==> src/rtl/csv_pkg.sv <==
// Purpose: Shared constants for the controller status variable bank
// Assumes: 25 MHz system clock, byte-wide block-read port
// Notes:   Offsets are byte offsets of the variable map
package csv_pkg;

  // ************************************************************
  // Variable offsets
  // ************************************************************
  localparam logic [7:0] OFS_RESET_CAUSE = 8'h32;
  localparam logic [7:0] OFS_SUPPLY_MV   = 8'h33;
  localparam logic [7:0] OFS_UPTIME      = 8'h35;
  localparam logic [7:0] OFS_QUAD        = 8'h39;
  localparam logic [7:0] OFS_HOBBY       = 8'h3D;
  localparam logic [7:0] OFS_AN_SCL      = 8'h3F;
  localparam logic [7:0] OFS_AN_SDA      = 8'h41;
  localparam logic [7:0] OFS_AN_TX       = 8'h43;
  localparam logic [7:0] OFS_AN_RX       = 8'h45;
  localparam logic [7:0] OFS_LEVELS      = 8'h47;
  localparam logic [7:0] OFS_DRIVE       = 8'h48;
  localparam logic [7:0] OFS_USTEP       = 8'h49;
  localparam int         BANK_BYTES      = 24;
  localparam logic [7:0] UNMAPPED_BYTE   = 8'h00;

  // ************************************************************
  // Codes and reset values
  // ************************************************************
  localparam logic [7:0]  CAUSE_POWER_UP = 8'h00;
  localparam logic [7:0]  CAUSE_BROWN    = 8'h01;
  localparam logic [7:0]  CAUSE_EXT_LINE = 8'h02;
  localparam logic [7:0]  CAUSE_WDOG     = 8'h04;
  localparam logic [7:0]  CAUSE_SOFTWARE = 8'h08;
  localparam logic [7:0]  CAUSE_STK_OVF  = 8'h10;
  localparam logic [7:0]  CAUSE_STK_UNF  = 8'h20;
  localparam logic [15:0] NO_READING     = 16'hFFFF;
  localparam logic [15:0] ANALOG_MAX     = 16'hFFFE;
  localparam logic [15:0] SUPPLY_RST     = 16'h0000;
  localparam logic [31:0] COUNT32_RST    = 32'h0000_0000;
  localparam logic [7:0]  USTEP_FULL     = 8'h00;
  localparam logic [7:0]  USTEP_HALF_100 = 8'h06;
  localparam logic [7:0]  USTEP_MAX      = 8'h09;

  // ************************************************************
  // Field positions
  // ************************************************************
  localparam int LVL_BIT_SCL   = 0;
  localparam int LVL_BIT_SDA   = 1;
  localparam int LVL_BIT_TX    = 2;
  localparam int LVL_BIT_RX    = 3;
  localparam int LVL_BIT_HOBBY = 4;
  localparam int LVL_PINS      = 5;
  localparam int DRV_POS_SCL   = 0;
  localparam int DRV_POS_SDA   = 2;
  localparam int DRV_POS_TX    = 4;
  localparam int DRV_POS_RX    = 6;
  localparam int AN_CHANNELS   = 4;

  typedef enum logic [1:0] {
    DRV_HIGH_Z  = 2'h0,
    DRV_PULL_UP = 2'h1,
    DRV_LOW     = 2'h2,
    DRV_HIGH    = 2'h3
  } csv_drive_t;

  // ************************************************************
  // Timing
  // ************************************************************
  localparam int CLK_PERIOD_NS     = 40;
  localparam int MS_NS             = 1000000;
  localparam int CYC_PER_MS        = MS_NS / CLK_PERIOD_NS;
  localparam int HOBBY_UNITS_US    = 12;
  localparam int US_NS             = 1000;
  localparam int HOBBY_TIMEOUT_MS  = 100;
  localparam int HOBBY_TIMEOUT_CYC = HOBBY_TIMEOUT_MS * CYC_PER_MS;
  localparam logic [10:0] HOBBY_PHASE_STEP =
    11'(CLK_PERIOD_NS * HOBBY_UNITS_US);
  localparam logic [10:0] HOBBY_PHASE_WRAP = 11'(US_NS);

endpackage

==> src/rtl/csv_quad_dec.sv <==
// Purpose: Quadrature decoder, four counts per encoder cycle
// Assumes: Inputs already synchronised to i_clk
// Notes:   A jump of both phases at once is dropped, not guessed
`timescale 1ns/1ps
`default_nettype none
module csv_quad_dec
  import csv_pkg::*;
(
  input  wire logic        i_clk,
  input  wire logic        i_rst,
  input  wire logic        i_a,
  input  wire logic        i_b,
  output logic      [31:0] o_count
);

  logic        pa_r;
  logic        pb_r;
  logic        prime_r;
  logic [31:0] count_r;
  logic        one_step;

  assign one_step = (pa_r ^ i_a) ^ (pb_r ^ i_b);
  assign o_count  = count_r;

  // ************************************************************
  // Phase tracking
  // ************************************************************
  always_ff @(posedge i_clk) begin
    if (i_rst) begin
      pa_r    <= 1'b0;
      pb_r    <= 1'b0;
      prime_r <= 1'b1;
    end else begin
      pa_r    <= i_a;
      pb_r    <= i_b;
      prime_r <= 1'b0;
    end
  end

  always_ff @(posedge i_clk) begin
    if (i_rst) begin
      count_r <= COUNT32_RST;
    end else if (!prime_r && one_step) begin
      if (pa_r ^ i_b) begin
        count_r <= 32'(count_r + 32'h1);
      end else begin
        count_r <= 32'(count_r - 32'h1);
      end
    end
  end

  AST_ENC_STEP : assert property (
    @(posedge i_clk) disable iff (i_rst)
    !prime_r |=> (count_r == $past(count_r)) ||
      (count_r == 32'($past(count_r) + 32'h1)) ||
      (count_r == 32'($past(count_r) - 32'h1)))
    else $error("encoder count moved by more than one");

endmodule
`default_nettype wire

==> src/rtl/csv_pulse_meas.sv <==
// Purpose: Hobby pulse width in twelfths of a microsecond
// Assumes: Input already synchronised to i_clk
// Notes:   Fractional phase keeps the 40 ns to 83.3 ns ratio exact
`timescale 1ns/1ps
`default_nettype none
module csv_pulse_meas
  import csv_pkg::*;
#(
  parameter int P_TIMEOUT_CYC = HOBBY_TIMEOUT_CYC
)(
  input  wire logic        i_clk,
  input  wire logic        i_rst,
  input  wire logic        i_pulse,
  output logic      [15:0] o_width
);

  logic        lvl_d_r;
  logic        meas_r;
  logic        ovf_r;
  logic [15:0] units_r;
  logic [10:0] phase_r;
  logic [31:0] idle_r;
  logic [15:0] width_r;
  logic [10:0] phase_sum;
  logic        rise;
  logic        fall;

  assign rise      = i_pulse && !lvl_d_r;
  assign fall      = !i_pulse && lvl_d_r;
  assign phase_sum = 11'(phase_r + HOBBY_PHASE_STEP);
  assign o_width   = width_r;

  // ************************************************************
  // High-time accumulation
  // ************************************************************
  always_ff @(posedge i_clk) begin
    if (i_rst) begin
      lvl_d_r <= 1'b0;
      meas_r  <= 1'b0;
      ovf_r   <= 1'b0;
      units_r <= 16'h0000;
      phase_r <= 11'h000;
    end else begin
      lvl_d_r <= i_pulse;
      if (rise) begin
        meas_r  <= 1'b1;
        ovf_r   <= 1'b0;
        units_r <= 16'h0000;
        phase_r <= HOBBY_PHASE_STEP;
      end else if (i_pulse && meas_r) begin
        if (phase_sum >= HOBBY_PHASE_WRAP) begin
          phase_r <= 11'(phase_sum - HOBBY_PHASE_WRAP);
          // Stop at 0xFFFE and flag overflow; an overlong pulse reads as all-ones
          if (units_r == ANALOG_MAX) begin
            ovf_r <= 1'b1;
          end else begin
            units_r <= 16'(units_r + 16'h1);
          end
        end else begin
          phase_r <= phase_sum;
        end
      end
    end
  end

  always_ff @(posedge i_clk) begin
    if (i_rst) begin
      idle_r  <= 32'h0000_0000;
      width_r <= NO_READING;
    end else if (fall && meas_r) begin
      idle_r  <= 32'h0000_0000;
      width_r <= ovf_r ? NO_READING : units_r;
    end else if (idle_r == 32'(P_TIMEOUT_CYC - 1)) begin
      width_r <= NO_READING;
    end else begin
      idle_r <= 32'(idle_r + 32'h1);
    end
  end

  AST_PULSE_TIMEOUT : assert property (
    @(posedge i_clk) disable iff (i_rst)
    (idle_r == 32'(P_TIMEOUT_CYC - 1)) && !fall |=> width_r == NO_READING)
    else $error("pulse width not invalidated after timeout");

endmodule
`default_nettype wire

==> src/rtl/csv_top.sv <==
// Purpose: Read-only status variable bank with block-read port
// Assumes: Pins are asynchronous; ADC, supply and config from i_clk logic
// Notes:   Each block read streams from a snapshot taken at its start
//
// Notes on behaviour
// - Last full reset cause kept as code 0,1,2,4,8,16 or 32.
// - Software reset command never touches the reset cause.
// - Supply voltage reported unsigned 16-bit in millivolts.
// - Unsigned 32-bit millisecond uptime, restarted only by full reset.
// - Signed 32-bit tick count from the transmit and receive encoder pins.
// - Hobby pulse width in twelfths of a microsecond, all-ones if invalid.
// - Four analog levels, 0xFFFE near rail, 0xFFFF when unavailable.
// - Pin levels byte, bits 0 to 4 pins, bits 5 to 7 zero.
// - Pin drive byte, two bits each: clock, data, transmit, receive.
// - Drive code 0 high-Z, 1 pull-up, 2 low, 3 high.
// - Hobby pulse pin has no drive field.
// - Microstep setting reported as unsigned 8-bit code.
// - Microstep codes 0 to 9; code 6 half step full current.
// - Block read returns consecutive bytes from the given offset.
`timescale 1ns/1ps
`default_nettype none
module csv_top
  import csv_pkg::*;
#(
  parameter int P_CYC_PER_MS        = CYC_PER_MS,
  parameter int P_HOBBY_TIMEOUT_CYC = HOBBY_TIMEOUT_CYC
)(
  input  wire logic        i_clk,
  input  wire logic        i_rst,
  input  wire logic [5:0]  i_rst_src,
  input  wire logic        i_pin_scl,
  input  wire logic        i_pin_sda,
  input  wire logic        i_pin_tx,
  input  wire logic        i_pin_rx,
  input  wire logic        i_pin_hobby,
  input  wire logic        i_supply_valid,
  input  wire logic [15:0] i_supply_mv,
  input  wire logic        i_adc_valid,
  input  wire logic [1:0]  i_adc_chan,
  input  wire logic [15:0] i_adc_data,
  input  wire logic [3:0]  i_analog_en,
  input  wire csv_drive_t  i_drive_scl,
  input  wire csv_drive_t  i_drive_sda,
  input  wire csv_drive_t  i_drive_tx,
  input  wire csv_drive_t  i_drive_rx,
  input  wire logic [7:0]  i_ustep,
  input  wire logic        i_blk_req,
  input  wire logic [7:0]  i_blk_offset,
  input  wire logic [7:0]  i_blk_len,
  output logic             o_blk_busy,
  output logic             o_blk_valid,
  output logic      [7:0]  o_blk_data,
  output logic             o_blk_last
);

  typedef enum logic [0:0] {
    BLK_IDLE,
    BLK_SEND
  } csv_blk_state_t;

  logic [LVL_PINS-1:0] pin_raw;
  logic [LVL_PINS-1:0] sync1_r;
  logic [LVL_PINS-1:0] sync2_r;
  logic [LVL_PINS-1:0] sync3_r;
  logic [LVL_PINS-1:0] pin_lvl_r;
  logic                cap_pend_r;
  logic [7:0]          cause_r;
  logic [15:0]         supply_r;
  logic [31:0]         cyc_r;
  logic [31:0]         uptime_r;
  logic [31:0]         quad_count;
  logic [15:0]         hobby_width;
  logic [15:0]         an_r [AN_CHANNELS];
  logic [7:0]          levels_r;
  logic [7:0]          drive_r;
  logic [7:0]          ustep_r;
  logic [8*BANK_BYTES-1:0] live;
  logic [7:0]          snap_r [BANK_BYTES];
  csv_blk_state_t      blk_state_r;
  logic [7:0]          idx_r;
  logic [7:0]          left_r;
  logic                busy_r;
  logic                valid_r;
  logic [7:0]          data_r;
  logic                last_r;
  logic                accept;
  logic [7:0]          rel_idx;
  logic [7:0]          sel_byte;
  logic [7:0]          sent_r;
  logic [7:0]          len_hold_r;

  assign pin_raw[LVL_BIT_SCL]   = i_pin_scl;
  assign pin_raw[LVL_BIT_SDA]   = i_pin_sda;
  assign pin_raw[LVL_BIT_TX]    = i_pin_tx;
  assign pin_raw[LVL_BIT_RX]    = i_pin_rx;
  assign pin_raw[LVL_BIT_HOBBY] = i_pin_hobby;

  assign o_blk_busy  = busy_r;
  assign o_blk_valid = valid_r;
  assign o_blk_data  = data_r;
  assign o_blk_last  = last_r;

  // ************************************************************
  // Pin synchronisers
  // ************************************************************
  // Level accepted only when stages two and three agree
  generate
    for (genvar g = 0; g < LVL_PINS; g++) begin : g_sync
      always_ff @(posedge i_clk) begin
        if (i_rst) begin
          sync1_r[g]   <= 1'b0;
          sync2_r[g]   <= 1'b0;
          sync3_r[g]   <= 1'b0;
          pin_lvl_r[g] <= 1'b0;
        end else begin
          sync1_r[g] <= pin_raw[g];
          sync2_r[g] <= sync1_r[g];
          sync3_r[g] <= sync2_r[g];
          if (sync2_r[g] == sync3_r[g]) begin
            pin_lvl_r[g] <= sync3_r[g];
          end
        end
      end
    end
  endgenerate

  // ************************************************************
  // Reset cause
  // ************************************************************
  // cause caught after release
  always_ff @(posedge i_clk) begin
    if (i_rst) begin
      cap_pend_r <= 1'b1;
      cause_r    <= CAUSE_POWER_UP;
    end else if (cap_pend_r) begin
      cap_pend_r <= 1'b0;
      if (i_rst_src[0]) begin
        cause_r <= CAUSE_BROWN;
      end else if (i_rst_src[1]) begin
        cause_r <= CAUSE_EXT_LINE;
      end else if (i_rst_src[2]) begin
        cause_r <= CAUSE_WDOG;
      end else if (i_rst_src[3]) begin
        cause_r <= CAUSE_SOFTWARE;
      end else if (i_rst_src[4]) begin
        cause_r <= CAUSE_STK_OVF;
      end else if (i_rst_src[5]) begin
        cause_r <= CAUSE_STK_UNF;
      end else begin
        cause_r <= CAUSE_POWER_UP;
      end
    end
  end

  AST_CAUSE_HOLD : assert property (
    @(posedge i_clk) disable iff (i_rst)
    !cap_pend_r |=> $stable(cause_r))
    else $error("reset cause changed outside a full reset");

  AST_CAUSE_CODE : assert property (
    @(posedge i_clk) disable iff (i_rst)
    !cap_pend_r |-> $countones(cause_r) <= 1 && cause_r[7:6] == 2'h0)
    else $error("reset cause holds an illegal code");

  // ************************************************************
  // Supply voltage and uptime
  // ************************************************************
  // millivolt sample
  always_ff @(posedge i_clk) begin
    if (i_rst) begin
      supply_r <= SUPPLY_RST;
    end else if (i_supply_valid) begin
      supply_r <= i_supply_mv;
    end
  end

  always_ff @(posedge i_clk) begin
    if (i_rst) begin
      cyc_r    <= COUNT32_RST;
      uptime_r <= COUNT32_RST;
    end else if (cyc_r == 32'(P_CYC_PER_MS - 1)) begin
      cyc_r    <= COUNT32_RST;
      uptime_r <= 32'(uptime_r + 32'h1);
    end else begin
      cyc_r <= 32'(cyc_r + 32'h1);
    end
  end

  AST_UPTIME_TICK : assert property (
    @(posedge i_clk) disable iff (i_rst)
    (cyc_r == 32'(P_CYC_PER_MS - 1)) |=>
      uptime_r == 32'($past(uptime_r) + 32'h1) ##1 $stable(uptime_r))
    else $error("uptime did not advance once per millisecond");

  // ************************************************************
  // Encoder and hobby pulse
  // ************************************************************
  // encoder shares serial pins
  csv_quad_dec u_quad (
    .i_clk   (i_clk),
    .i_rst   (i_rst),
    .i_a     (pin_lvl_r[LVL_BIT_TX]),
    .i_b     (pin_lvl_r[LVL_BIT_RX]),
    .o_count (quad_count)
  );

  csv_pulse_meas #(
    .P_TIMEOUT_CYC (P_HOBBY_TIMEOUT_CYC)
  ) u_pulse (
    .i_clk   (i_clk),
    .i_rst   (i_rst),
    .i_pulse (pin_lvl_r[LVL_BIT_HOBBY]),
    .o_width (hobby_width)
  );

  // ************************************************************
  // Analog levels
  // ************************************************************
  // disabled or unread shows all-ones
  generate
    for (genvar c = 0; c < AN_CHANNELS; c++) begin : g_an
      always_ff @(posedge i_clk) begin
        if (i_rst) begin
          an_r[c] <= NO_READING;
        end else if (!i_analog_en[c]) begin
          an_r[c] <= NO_READING;
        end else if (i_adc_valid && i_adc_chan == 2'(c)) begin
          // A real full-scale sample must not look like no reading
          an_r[c] <= (i_adc_data == NO_READING) ? ANALOG_MAX : i_adc_data;
        end
      end
    end
  endgenerate

  AST_AN_DISABLED : assert property (
    @(posedge i_clk) disable iff (i_rst)
    !i_analog_en[1] |=> an_r[1] == NO_READING)
    else $error("disabled analog channel not all-ones");

  AST_AN_SAMPLE : assert property (
    @(posedge i_clk) disable iff (i_rst)
    i_adc_valid && i_analog_en[2] && i_adc_chan == 2'h2 |=>
      an_r[2] != NO_READING)
    else $error("valid analog sample reported as unavailable");

  // ************************************************************
  // Pin levels, drive states, microstep
  // ************************************************************
  // levels with reserved zeros
  always_ff @(posedge i_clk) begin
    if (i_rst) begin
      levels_r <= 8'h00;
    end else begin
      levels_r <= {3'h0, pin_lvl_r};
    end
  end

  AST_LEVELS_RSV : assert property (
    @(posedge i_clk) disable iff (i_rst)
    levels_r[7:5] == 3'h0)
    else $error("reserved pin level bits set");

  always_ff @(posedge i_clk) begin
    if (i_rst) begin
      drive_r <= 8'h00;
    end else begin
      drive_r[DRV_POS_SCL +: 2] <= i_drive_scl;
      drive_r[DRV_POS_SDA +: 2] <= i_drive_sda;
      drive_r[DRV_POS_TX +: 2]  <= i_drive_tx;
      drive_r[DRV_POS_RX +: 2]  <= i_drive_rx;
    end
  end

  always_ff @(posedge i_clk) begin
    if (i_rst) begin
      ustep_r <= USTEP_FULL;
    end else if (i_ustep <= USTEP_MAX) begin
      ustep_r <= i_ustep;
    end
  end

  AST_USTEP_RANGE : assert property (
    @(posedge i_clk) disable iff (i_rst)
    i_ustep > USTEP_MAX |=> ustep_r == $past(ustep_r) && ustep_r <= USTEP_MAX)
    else $error("microstep setting took an unknown code");

  // ************************************************************
  // Block read
  // ************************************************************
  // little-endian byte image
  assign live = {ustep_r, drive_r, levels_r, an_r[3], an_r[2], an_r[1],
                 an_r[0], hobby_width, quad_count, uptime_r, supply_r,
                 cause_r};

  assign accept  = i_blk_req && !busy_r && (i_blk_len != 8'h00);
  assign rel_idx = 8'(idx_r - OFS_RESET_CAUSE);

  always_comb begin
    sel_byte = UNMAPPED_BYTE;
    if (idx_r >= OFS_RESET_CAUSE && idx_r <= OFS_USTEP) begin
      sel_byte = snap_r[rel_idx[4:0]];
    end
  end

  // Snapshot keeps multi-byte values coherent across a read
  generate
    for (genvar b = 0; b < BANK_BYTES; b++) begin : g_snap
      always_ff @(posedge i_clk) begin
        if (i_rst) begin
          snap_r[b] <= 8'h00;
        end else if (accept) begin
          snap_r[b] <= live[8*b +: 8];
        end
      end
    end
  endgenerate

  always_ff @(posedge i_clk) begin
    if (i_rst) begin
      blk_state_r <= BLK_IDLE;
      idx_r       <= 8'h00;
      left_r      <= 8'h00;
      valid_r     <= 1'b0;
      data_r      <= 8'h00;
      last_r      <= 1'b0;
    end else begin
      case (blk_state_r)
        BLK_IDLE: begin
          valid_r <= 1'b0;
          last_r  <= 1'b0;
          if (accept) begin
            idx_r       <= i_blk_offset;
            left_r      <= i_blk_len;
            blk_state_r <= BLK_SEND;
          end
        end
        BLK_SEND: begin
          valid_r <= 1'b1;
          data_r  <= sel_byte;
          last_r  <= (left_r == 8'h01);
          idx_r   <= 8'(idx_r + 8'h1);
          left_r  <= 8'(left_r - 8'h1);
          if (left_r == 8'h01) begin
            blk_state_r <= BLK_IDLE;
          end
        end
        default: begin
          blk_state_r <= BLK_IDLE;
        end
      endcase
    end
  end

  // Busy covers the whole stream; requests meanwhile are dropped
  always_ff @(posedge i_clk) begin
    if (i_rst) begin
      busy_r <= 1'b0;
    end else if (accept) begin
      busy_r <= 1'b1;
    end else if (last_r) begin
      busy_r <= 1'b0;
    end
  end

  // Byte counter for checking stream length
  always_ff @(posedge i_clk) begin
    if (i_rst) begin
      sent_r     <= 8'h00;
      len_hold_r <= 8'h00;
    end else if (accept) begin
      sent_r     <= 8'h00;
      len_hold_r <= i_blk_len;
    end else if (valid_r) begin
      sent_r <= 8'(sent_r + 8'h1);
    end
  end

  AST_BLK_START : assert property (
    @(posedge i_clk) disable iff (i_rst)
    accept |=> busy_r && !valid_r ##1 valid_r)
    else $error("block read did not start on time");

  AST_BLK_LEN : assert property (
    @(posedge i_clk) disable iff (i_rst)
    valid_r && last_r |-> 8'(sent_r + 8'h1) == len_hold_r ##1
      !valid_r && !busy_r)
    else $error("block read length wrong");

  AST_READ_NO_EFFECT : assert property (
    @(posedge i_clk) disable iff (i_rst)
    valid_r && !cap_pend_r |=> $stable(cause_r) && $stable(ustep_r) ||
      $past(i_ustep) <= USTEP_MAX)
    else $error("block read disturbed a variable");

endmodule
`default_nettype wire

==> config.mk <==
export PLATFORM = sky130hd
export DESIGN_NAME = csv_top
export DESIGN_NICKNAME = d
export VERILOG_FILES = /design/src/rtl/csv_pkg.sv /design/src/rtl/csv_quad_dec.sv /design/src/rtl/csv_pulse_meas.sv /design/src/rtl/csv_top.sv
export SDC_FILE = /design/constraint.sdc
export NUM_CORES = 1
export LEC_CHECK = 0
export ABC_AREA = 1
export BUFFER_PORTS_ARGS = -buffer_cell sky130_fd_sc_hd__buf_2
export CAP_MARGIN = 20
export CORE_MARGIN = 3
export CORE_UTILIZATION = 35
export DETAILED_ROUTE_END_ITERATION = 8
export PLACE_DENSITY = 0.47
export REMOVE_ABC_BUFFERS = 1
export SLEW_MARGIN = 0
export SYNTH_ARGS = -nofsm -noshare
export SYNTH_HDL_FRONTEND = slang
export SYNTH_SLANG_ARGS = --single-unit
==> constraint.sdc <==
create_clock -name i_clk -period 7.6 [get_ports i_clk]
set_input_delay 0.38 -clock i_clk [delete_from_list [all_inputs] [get_ports i_clk]]
set_output_delay 0.38 -clock i_clk [all_outputs]
set_load 0.1 [all_outputs]
==> impl_summary.md, run 1 <==
Timing
The clock skew after layout is 0.0178 ns. The number of max-slew violations in the final report came to 0. The headroom to the max-slew limit is 31.3%. The highest clock frequency the design can meet is 297 MHz. The worst-margin pin slew is 1.02 ns. Adding up every negative setup slack in the final design gives 0 ns. Setup repair after global routing left no endpoint under its margin.

The final period utilization is 44.2%. Setup violations remaining at the end of the flow were counted as 0. The minimum period implied by the final worst setup slack is 3.36 ns. The final-report hold violation count is 0.

Floorplan
The die area is 73,200 µm². The die is 271 µm tall. The die width is 271 µm. The number of ports placed on the die boundary is 97.

The initial cell density of the core is 35.5%. The core outline area is 68,900 µm². The initialized floorplan defines 96 standard-cell rows.

Drt
The first detailed-routing pass took 7 iterations. After detailed routing, the average wire length per cell comes to 16.9 µm. In this run the remaining antenna-violating nets after routing total 0.

The vias after detailed routing is 20,100. The first routing iteration left 1,596 violations. For this block, the routed nets add up to 69.2 mm of wire. The ratio of routed vias to standard cells is 4.91. The DRC violation count after routing is 0.

Finish
Compared with the post-synthesis result, the final layout area differs by 14.4%. The final standard cell area without fillers is 28,000 µm². The antenna diode instance count is 0. The fraction of layout instances using a drive strength above 1 is 8.76%. The net count reported at finish is 3,216.

CTS
The clock passes through at most 3 buffers. Post-CTS repair changed the size of 0 cells. The clock tree synthesis step divided the H-tree into 2 levels. The clock-pin slew of the registers on the worst-case setup and hold paths is 0.06 ns. Buffers inserted during clock tree synthesis total 57.

TritonCTS built the clock tree. The buffer type at the clock tree root is clkbuf_16. The tree built by TritonCTS fans out to 513 sinks. The clock reaches the later pin of the worst-skew pair after 0.61 ns.

Worst hold path
The path class of the tightest hold or removal check is input pin to register.

Synthesis
For this run, the leading register cell type out of synthesis is dfxtp_1. Counting flops with a built-in enable in the synthesized netlist gives 251. Synthesis inferred 513 register bits. The count of distinct cell types in the synthesized netlist is 55. In this run the cell area of the synthesized design comes to 24,500 µm². The post-synthesis async set-or-reset flop share is 0%. The part of the Yosys area used for sequential elements is 52.2%.

After technology mapping, the gate count stands at 3,043. Each instance of the synthesized netlist takes up on average 8.05 µm². The total of warnings raised by yosys is 0.

Placed design
The half-perimeter wire length after placement is 49.4 mm. The routability congestion estimate from global placement is 0.907. Input and output buffers added on the ports amount to 96.

Once placement finished, the instance area stood at 25,800 µm².

Global routing
The total congestion overflow is 0. The number of global-route vias before repair is 19,300. Global routing used 18.6% of the available tracks.

The first global-routing pass estimated 109 mm of wire. The initial antenna violation count came to 1. The maximum number of pins on one net before global-route repair is 97.

Setup path
The critical path data required time is 8.06 ns. The most repeated library cell on the critical path is nand2_1. STA classifies the critical path startpoint as a register. The signal on the critical path passes through buf_4 -> inv_2 -> nand2_1 -> buf_16 -> or2_2 -> o2111ai_1 -> o311ai_0 -> o31ai_1 -> nand2_1 -> nand2_1 -> a21oi_1. Counting both buffers and inverters, the worst setup path holds a total of 3. The kind of capture point of the worst setup path is a register.

The stage delay of the slowest cell on the critical path is 0.73 ns. The largest fanout on the critical path is 55. At the worst endpoint, the arrival time is 3.82 ns.

On the critical path, the stage with the largest delay is an instance of inv_2. On the critical path the largest part of the delay comes from buffers and inverters. The worst setup path is of the register to register kind.

Pwr
The total power divided by cell area is 238 nW/µm². VDD sags by at most 0.161 mV. The total leakage power is 11.6 nW.

Outcome
The run finished with clean final reports.

Run
Max-cap violations in this run came to 0.
sequential cells by signal, indices dropped and copies added (netlist names), 6 cells and up, named ones only:
register	count
cause_r	6
snap_r	187
u_pulse.phase_r	7
u_pulse.idle_r	32
u_pulse.units_r	16
supply_r	16
ustep_r	8
idx_r	8
an_r	64
u_pulse.o_width	16
o_blk_data	8
uptime_r	32
drive_r	8
cyc_r	32
u_quad.o_count	32
left_r	8
cell usage after synthesis (6+ instances only):
| master | count | area share [%] |
|---|---|---|
| nor2_1 | 409 | 6.3 |
| edfxtp_1 | 251 | 31 |
| o31ai_1 | 6 | 0.18 |
| nor4_1 | 26 | 0.66 |
| a41oi_1 | 21 | 0.75 |
| or2_2 | 8 | 0.20 |
| a21oi_1 | 218 | 4.5 |
| nand2_1 | 653 | 10 |
| buf_2 | 11 | 0.22 |
| dfxtp_1 | 262 | 21 |
| o211ai_1 | 12 | 0.37 |
| nand2_2 | 24 | 0.61 |
| nand3b_1 | 7 | 0.21 |
| nor3_1 | 70 | 1.4 |
| a211oi_1 | 14 | 0.43 |
| inv_1 | 452 | 6.9 |
| xnor2_1 | 12 | 0.43 |
| o221ai_1 | 22 | 0.79 |
| inv_2 | 8 | 0.12 |
| nand3_1 | 111 | 2.3 |
| nor2_2 | 12 | 0.31 |
| buf_1 | 7 | 0.11 |
| o21ai_0 | 119 | 2.4 |
| o22ai_1 | 21 | 0.54 |
| a31oi_1 | 12 | 0.31 |
| xor2_1 | 74 | 2.6 |
| clkinv_1 | 7 | 0.11 |
| nand4_1 | 37 | 0.94 |
| clkbuf_1 | 88 | 1.3 |
| ha_1 | 17 | 0.87 |
through the flow:
| step | cells | utilization [%] | hold slack [ns] | setup WS, ns | power, W |
|---|---|---|---|---|---|
| 6_report | 4093 | 40.7 | 0.0481 | 4.24 | 0.00668 |
| 4_1_cts | 4091 | 40.6 | 0.00179 | 4.05 | 0.00676 |
| 3_3_place_gp | 3968 | 37.4 | 0.390 | 3.97 | 0.00379 |
| 3_5_place_dp | 3969 | 37.4 | 0.397 | 4.06 | 0.00379 |
| 2_1_floorplan | 2930 | - | 0.388 | 1.63 | 0.00355 |
| 5_1_grt | 4093 | 40.7 | 0.0332 | 3.93 | 0.00697 |
area by class of cell:
cell class	count	area, µm²
sequential	513	12800
tap	931	1160
fill	7111	40900
inverter	467	1750
clock inverter	31	363
timing repair buffer	124	781
clock buffer	77	1680
multi-input combinational	1950	9500
repair_timing:
item / 4_1_cts / 5_1_grt
hold buffers: 14 / 0
endpoints found under the hold margin: 14 / 0
buffers inserted: 0 / 0
tightest hold or removal path: cells and delay by family:
kind / cells / cell delay (ns)
AO/OA/AOI/OAI: 2 / 0.16
buffers and inverters: 1 / 0.08
power breakdown:
part           leakage, nW  internal, W  switching, W
clock                0.991      0.00177       0.00117
combinational         5.89     0.000184      0.000433
sequential            4.73      0.00305     0.0000823
cell usage in the layout, fill, tap and decap left out, drive strengths merged, types with 74 or more instances in the layout:
master  netlist  final
a21oi       219    219
buf          25    110
clkbuf       88     77
dfxtp       262    262
edfxtp      251    251
inv         460    463
nand2       680    680
nand3       112    112
nor2        421    421
nor3         74     74
o21ai       120    120
xor2         75     75
per-layer routing:
layer  up-vias  global-route usage, %  routed length [µm]
met3       102                   2.41                3080
met4         2                   5.58                1790
met2       464                   29.9               31600
li1      10100                      -                   -
met5         -                      0                  11
met1      9483                   26.1               32800
final timing paths:
check                                           start                         end  slack (ns)  cells after the start
worst max register to register  idx_r[0]$_SDFFE_PP0P_  o_blk_data[7]$_SDFFE_PP0P_        4.24                     11
worst min-delay path                  i_blk_offset[2]       idx_r[2]$_SDFFE_PP0P_        0.05                      3
worst max-delay path            idx_r[0]$_SDFFE_PP0P_  o_blk_data[7]$_SDFFE_PP0P_        4.24                     11
worst min register to register  sync1_r[4]$_SDFF_PP0_       sync2_r[4]$_SDFF_PP0_        0.39                      2
cell families (layout without fill, tap and decap cells):
| family | count (synthesis) | count (layout) | share of synthesized area (%) |
|---|---|---|---|
| AO/OA/AOI/OAI | 472 | 472 | 11.2 |
| XOR/XNOR | 87 | 87 | 3.14 |
| flip-flops | 513 | 513 | 52.2 |
| adder cells (fa/ha/maj) | 17 | 17 | 0.868 |
| AND/OR/NAND/NOR | 1374 | 1374 | 23.5 |
| buffers and inverters | 580 | 699 | 9.12 |
Power figures use the tool's default switching activity.
==> run 2: changes to the inputs <==
==> constraint.sdc (replaced) <==
create_clock -name i_clk -period 3.43 [get_ports i_clk]
set_input_delay 0.1715 -clock i_clk [delete_from_list [all_inputs] [get_ports i_clk]]
set_output_delay 0.1715 -clock i_clk [all_outputs]
set_load 0.1 [all_outputs]
==> run 2 against run 1 <==
Effect of this change: sequential power is 120% higher; critical path type unchanged; count of clock-buffer cells in the layout rose by 4; sequential cell count did not move; register-to-register slack worse by 3.4 ns; global-route usage increased by 0.28 points; clock power grew 110%; maximum frequency increased by 29%; combinational power rose by 140%.
==> impl_summary.md, run 2 (same netlist as run 1, synthesis figures left out) <==
Floorplan
The initial cell density of the core is 35.5% (unchanged). The height of the die is 271 µm (unchanged). The die width is 271 µm (unchanged). The number of ports placed on the die boundary is 97 (unchanged). The die area is 73,200 µm² (unchanged).

The number of placement rows is 96 (unchanged). The core outline area came to 68,900 µm² (unchanged).

Finish
The register ranked first by flip-flop count is snap_r. In the layout the commonest cells are 651 x nand2_1, 452 x inv_1, 409 x nor2_1, 261 x dfxtp_1, 251 x edfxtp_1. Relative to the synthesized area, the layout overhead comes to 17.1%. The net count reported at finish is 3,297 (+2.5%). The number of cells in the finished layout apart from fillers came to 4,174 (+2.0%). The share of the core filled with cells is 41.6% (+0.96 points). In the final layout, the registers with the most flip-flops are snap_r (187), an_r (64). The flip-flop count of the largest register after layout is 187 (unchanged). The final standard cell area without fillers is 28,700 µm² (+2.4%). The antenna diode instance count is 0 (unchanged). The commonest non-fill, non-tap cell in the layout is nand2_1. The fraction of layout instances using a drive strength above 1 came to 8.60% (-0.16 points).

Drt
The violation count after the first detailed-routing iteration is 1,527 (-4.3%). The ratio of routed vias to standard cells is 4.89 (-0.40%). The vias after detailed routing was 20,400 (+1.6%). The number of iterations in the first detailed-routing pass is 6 (-1). The antenna violation net count after detailed routing is 0 (unchanged).

The total wire length is 70.5 mm (+1.8%). The average wire length per cell after detail routing is 16.9 µm (-0.17%). The DRC violation count after routing is 0 (unchanged).

Global routing
The initial antenna violation count is 1 (unchanged). The maximum number of pins on one net before global-route repair is 102 (+5.2%). The number of global-route vias before repair was 19,900 (+2.8%).

The overall global routing resource usage is 18.9% (+0.28 points). The global-route wire length before repair was 111 mm (+1.5%). The total congestion overflow is 0 (unchanged).

Timing
The minimum period implied by the final worst setup slack is 2.60 ns (-0.759 ns). The highest clock frequency the design can meet is 384 MHz (+29%). Setup repair after global routing left no endpoint under its margin. The worst-margin pin slew is 0.927 ns (-0.0901 ns). The final setup violation count is 0 (unchanged). The clock skew after layout is 0.0188 ns (+0.00106 ns). The headroom to the max-slew limit was 38.1% (+6.7 points). The final-report hold violation count is 0 (unchanged).

The final worst slack came to 0.826 ns (-3.41 ns). The number of max-slew violations in the final report came to 0 (unchanged). The final period utilization is 75.9% (+32 points).

CTS
The number of buffers on the longest clock path was 3 (unchanged). The clock latency on the worst-skew pair is 0.62 ns (about the same). CTS placed an instance of clkbuf_16 at the clock tree root. The number of buffers inserted by post-CTS setup repair is 0 (unchanged). The quantity of hold-fixing buffers added after cts came to 80 (+66). The CTS buffer count is 57 (unchanged).

The post-cts sizing count was 0 (unchanged). The count of clock tree sinks is 513 (unchanged). The clock-pin slew of the registers on the worst-case setup and hold paths is 0.06 ns (about the same).

The CTS tree is done. The number of levels the H-tree was split into is 2 (unchanged).

Placed design
The routability congestion estimate from global placement is 0.876 (-3.4%). The total of buffers placed on input and output ports came to 96 (unchanged). The standard cell area after detailed placement is 26,000 µm² (+0.71%). The half-perimeter wire length after placement is 48.5 mm (-1.9%). The count of placed standard cells including taps is 3,986 (+0.43%). The worst-case setup slack after placement is 0.836 ns (-3.22 ns).

Pwr
The total leakage power is 11.9 nW (+2.5%). The total power consumption of the routed design is 0.0147 W (+120%). The largest vdd supply drop is 0.406 mV (+150%). The total power divided by cell area was 511 nW/µm² (+110%).

Outcome
The flow ran to the end, and the final reports show no timing, DRC or antenna violations.

Setup path
The kind of critical path is register to register. The critical path data required time is 3.98 ns (-4.08 ns). The kind of capture point of the worst setup path is a register. The largest fanout on the critical path is 18 (-67%).

The category of the worst setup path launch point is a register. The data arrival at the endpoint of the critical path was 3.16 ns (-0.66 ns).

Run
The number of max-capacitance violations reported is 0 (unchanged).

Worst hold path
The path class of the tightest hold or removal check is input pin to register.
run 2: changes by cell type in the layout (fill, tap and decap cells not counted), sizes merged:
cell / change
dlygate4sd3: +66
buf: +15
clkbuf: +4
clkinvlp: -4
run 2: critical path: stages, from the launching register on:
cell,delay (ns)
dfxtp_1,0.33
inv_1,0.08
ha_1,0.14
inv_1,0.05
nor2_1,0.18
nand2_1,0.10
xor2_1,0.17
nor2_1,0.13
nand2_1,0.06
nand2_1,0.15
inv_1,0.13
nor3_4,0.52
nand2_1,0.16
o21bai_1,0.16
inv_1,0.06
nor2_1,0.10
run 2: through the flow:
stage               hold slack, ns  TNS [ns]
CTS                        0.00656         0
global route                0.0629         0
floorplan                    0.199   -669.56
finish                      0.0477         0
global placement             0.371         0
detailed placement           0.379         0
run 2: power breakdown:
part | switching, W | total (W) | internal [W] | leakage, nW
registers | 0.000155 | 0.00690 | 0.00675 | 4.73
logic | 0.00102 | 0.00149 | 0.000473 | 6.24
clock network | 0.00258 | 0.00626 | 0.00368 | 0.929
run 2: area by class of cell:
| type | count | area, µm² |
|---|---|---|
| multi-input cells | 1950 | 9500 |
| flip-flops and latches | 513 | 12800 |
| well taps | 931 | 1160 |
| inverters | 467 | 1750 |
| fillers | 7091 | 40300 |
| clock buffers | 81 | 1590 |
| clock inverters | 27 | 322 |
| repair buffers | 205 | 1580 |
run 2: worst paths after layout:
check	start	to	slack, ns	cells after the start
hold / removal	i_ustep[4]	ustep_r[3]$_SDFFE_PP0P_	0.05	4
setup / recovery	u_pulse.phase_r[5]$_SDFFE_PP0P_	u_pulse.units_r[5]$_SDFFE_PP0P_	0.83	15
hold reg to reg	sync1_r[2]$_SDFF_PP0_	sync2_r[2]$_SDFF_PP0_	0.41	2
setup reg to reg	u_pulse.phase_r[5]$_SDFFE_PP0P_	u_pulse.units_r[5]$_SDFFE_PP0P_	0.83	15
run 2: routing by layer:
metal / wire length, µm / vias to the layer above / track usage, %
met3: 3120 / 82 / 2.86
met2: 32700 / 424 / 31.2
li1: - / 10200 / -
met1: 33100 / 9689 / 25.9
met4: 1510 / 0 / 4.78
met5: 0 / - / 0
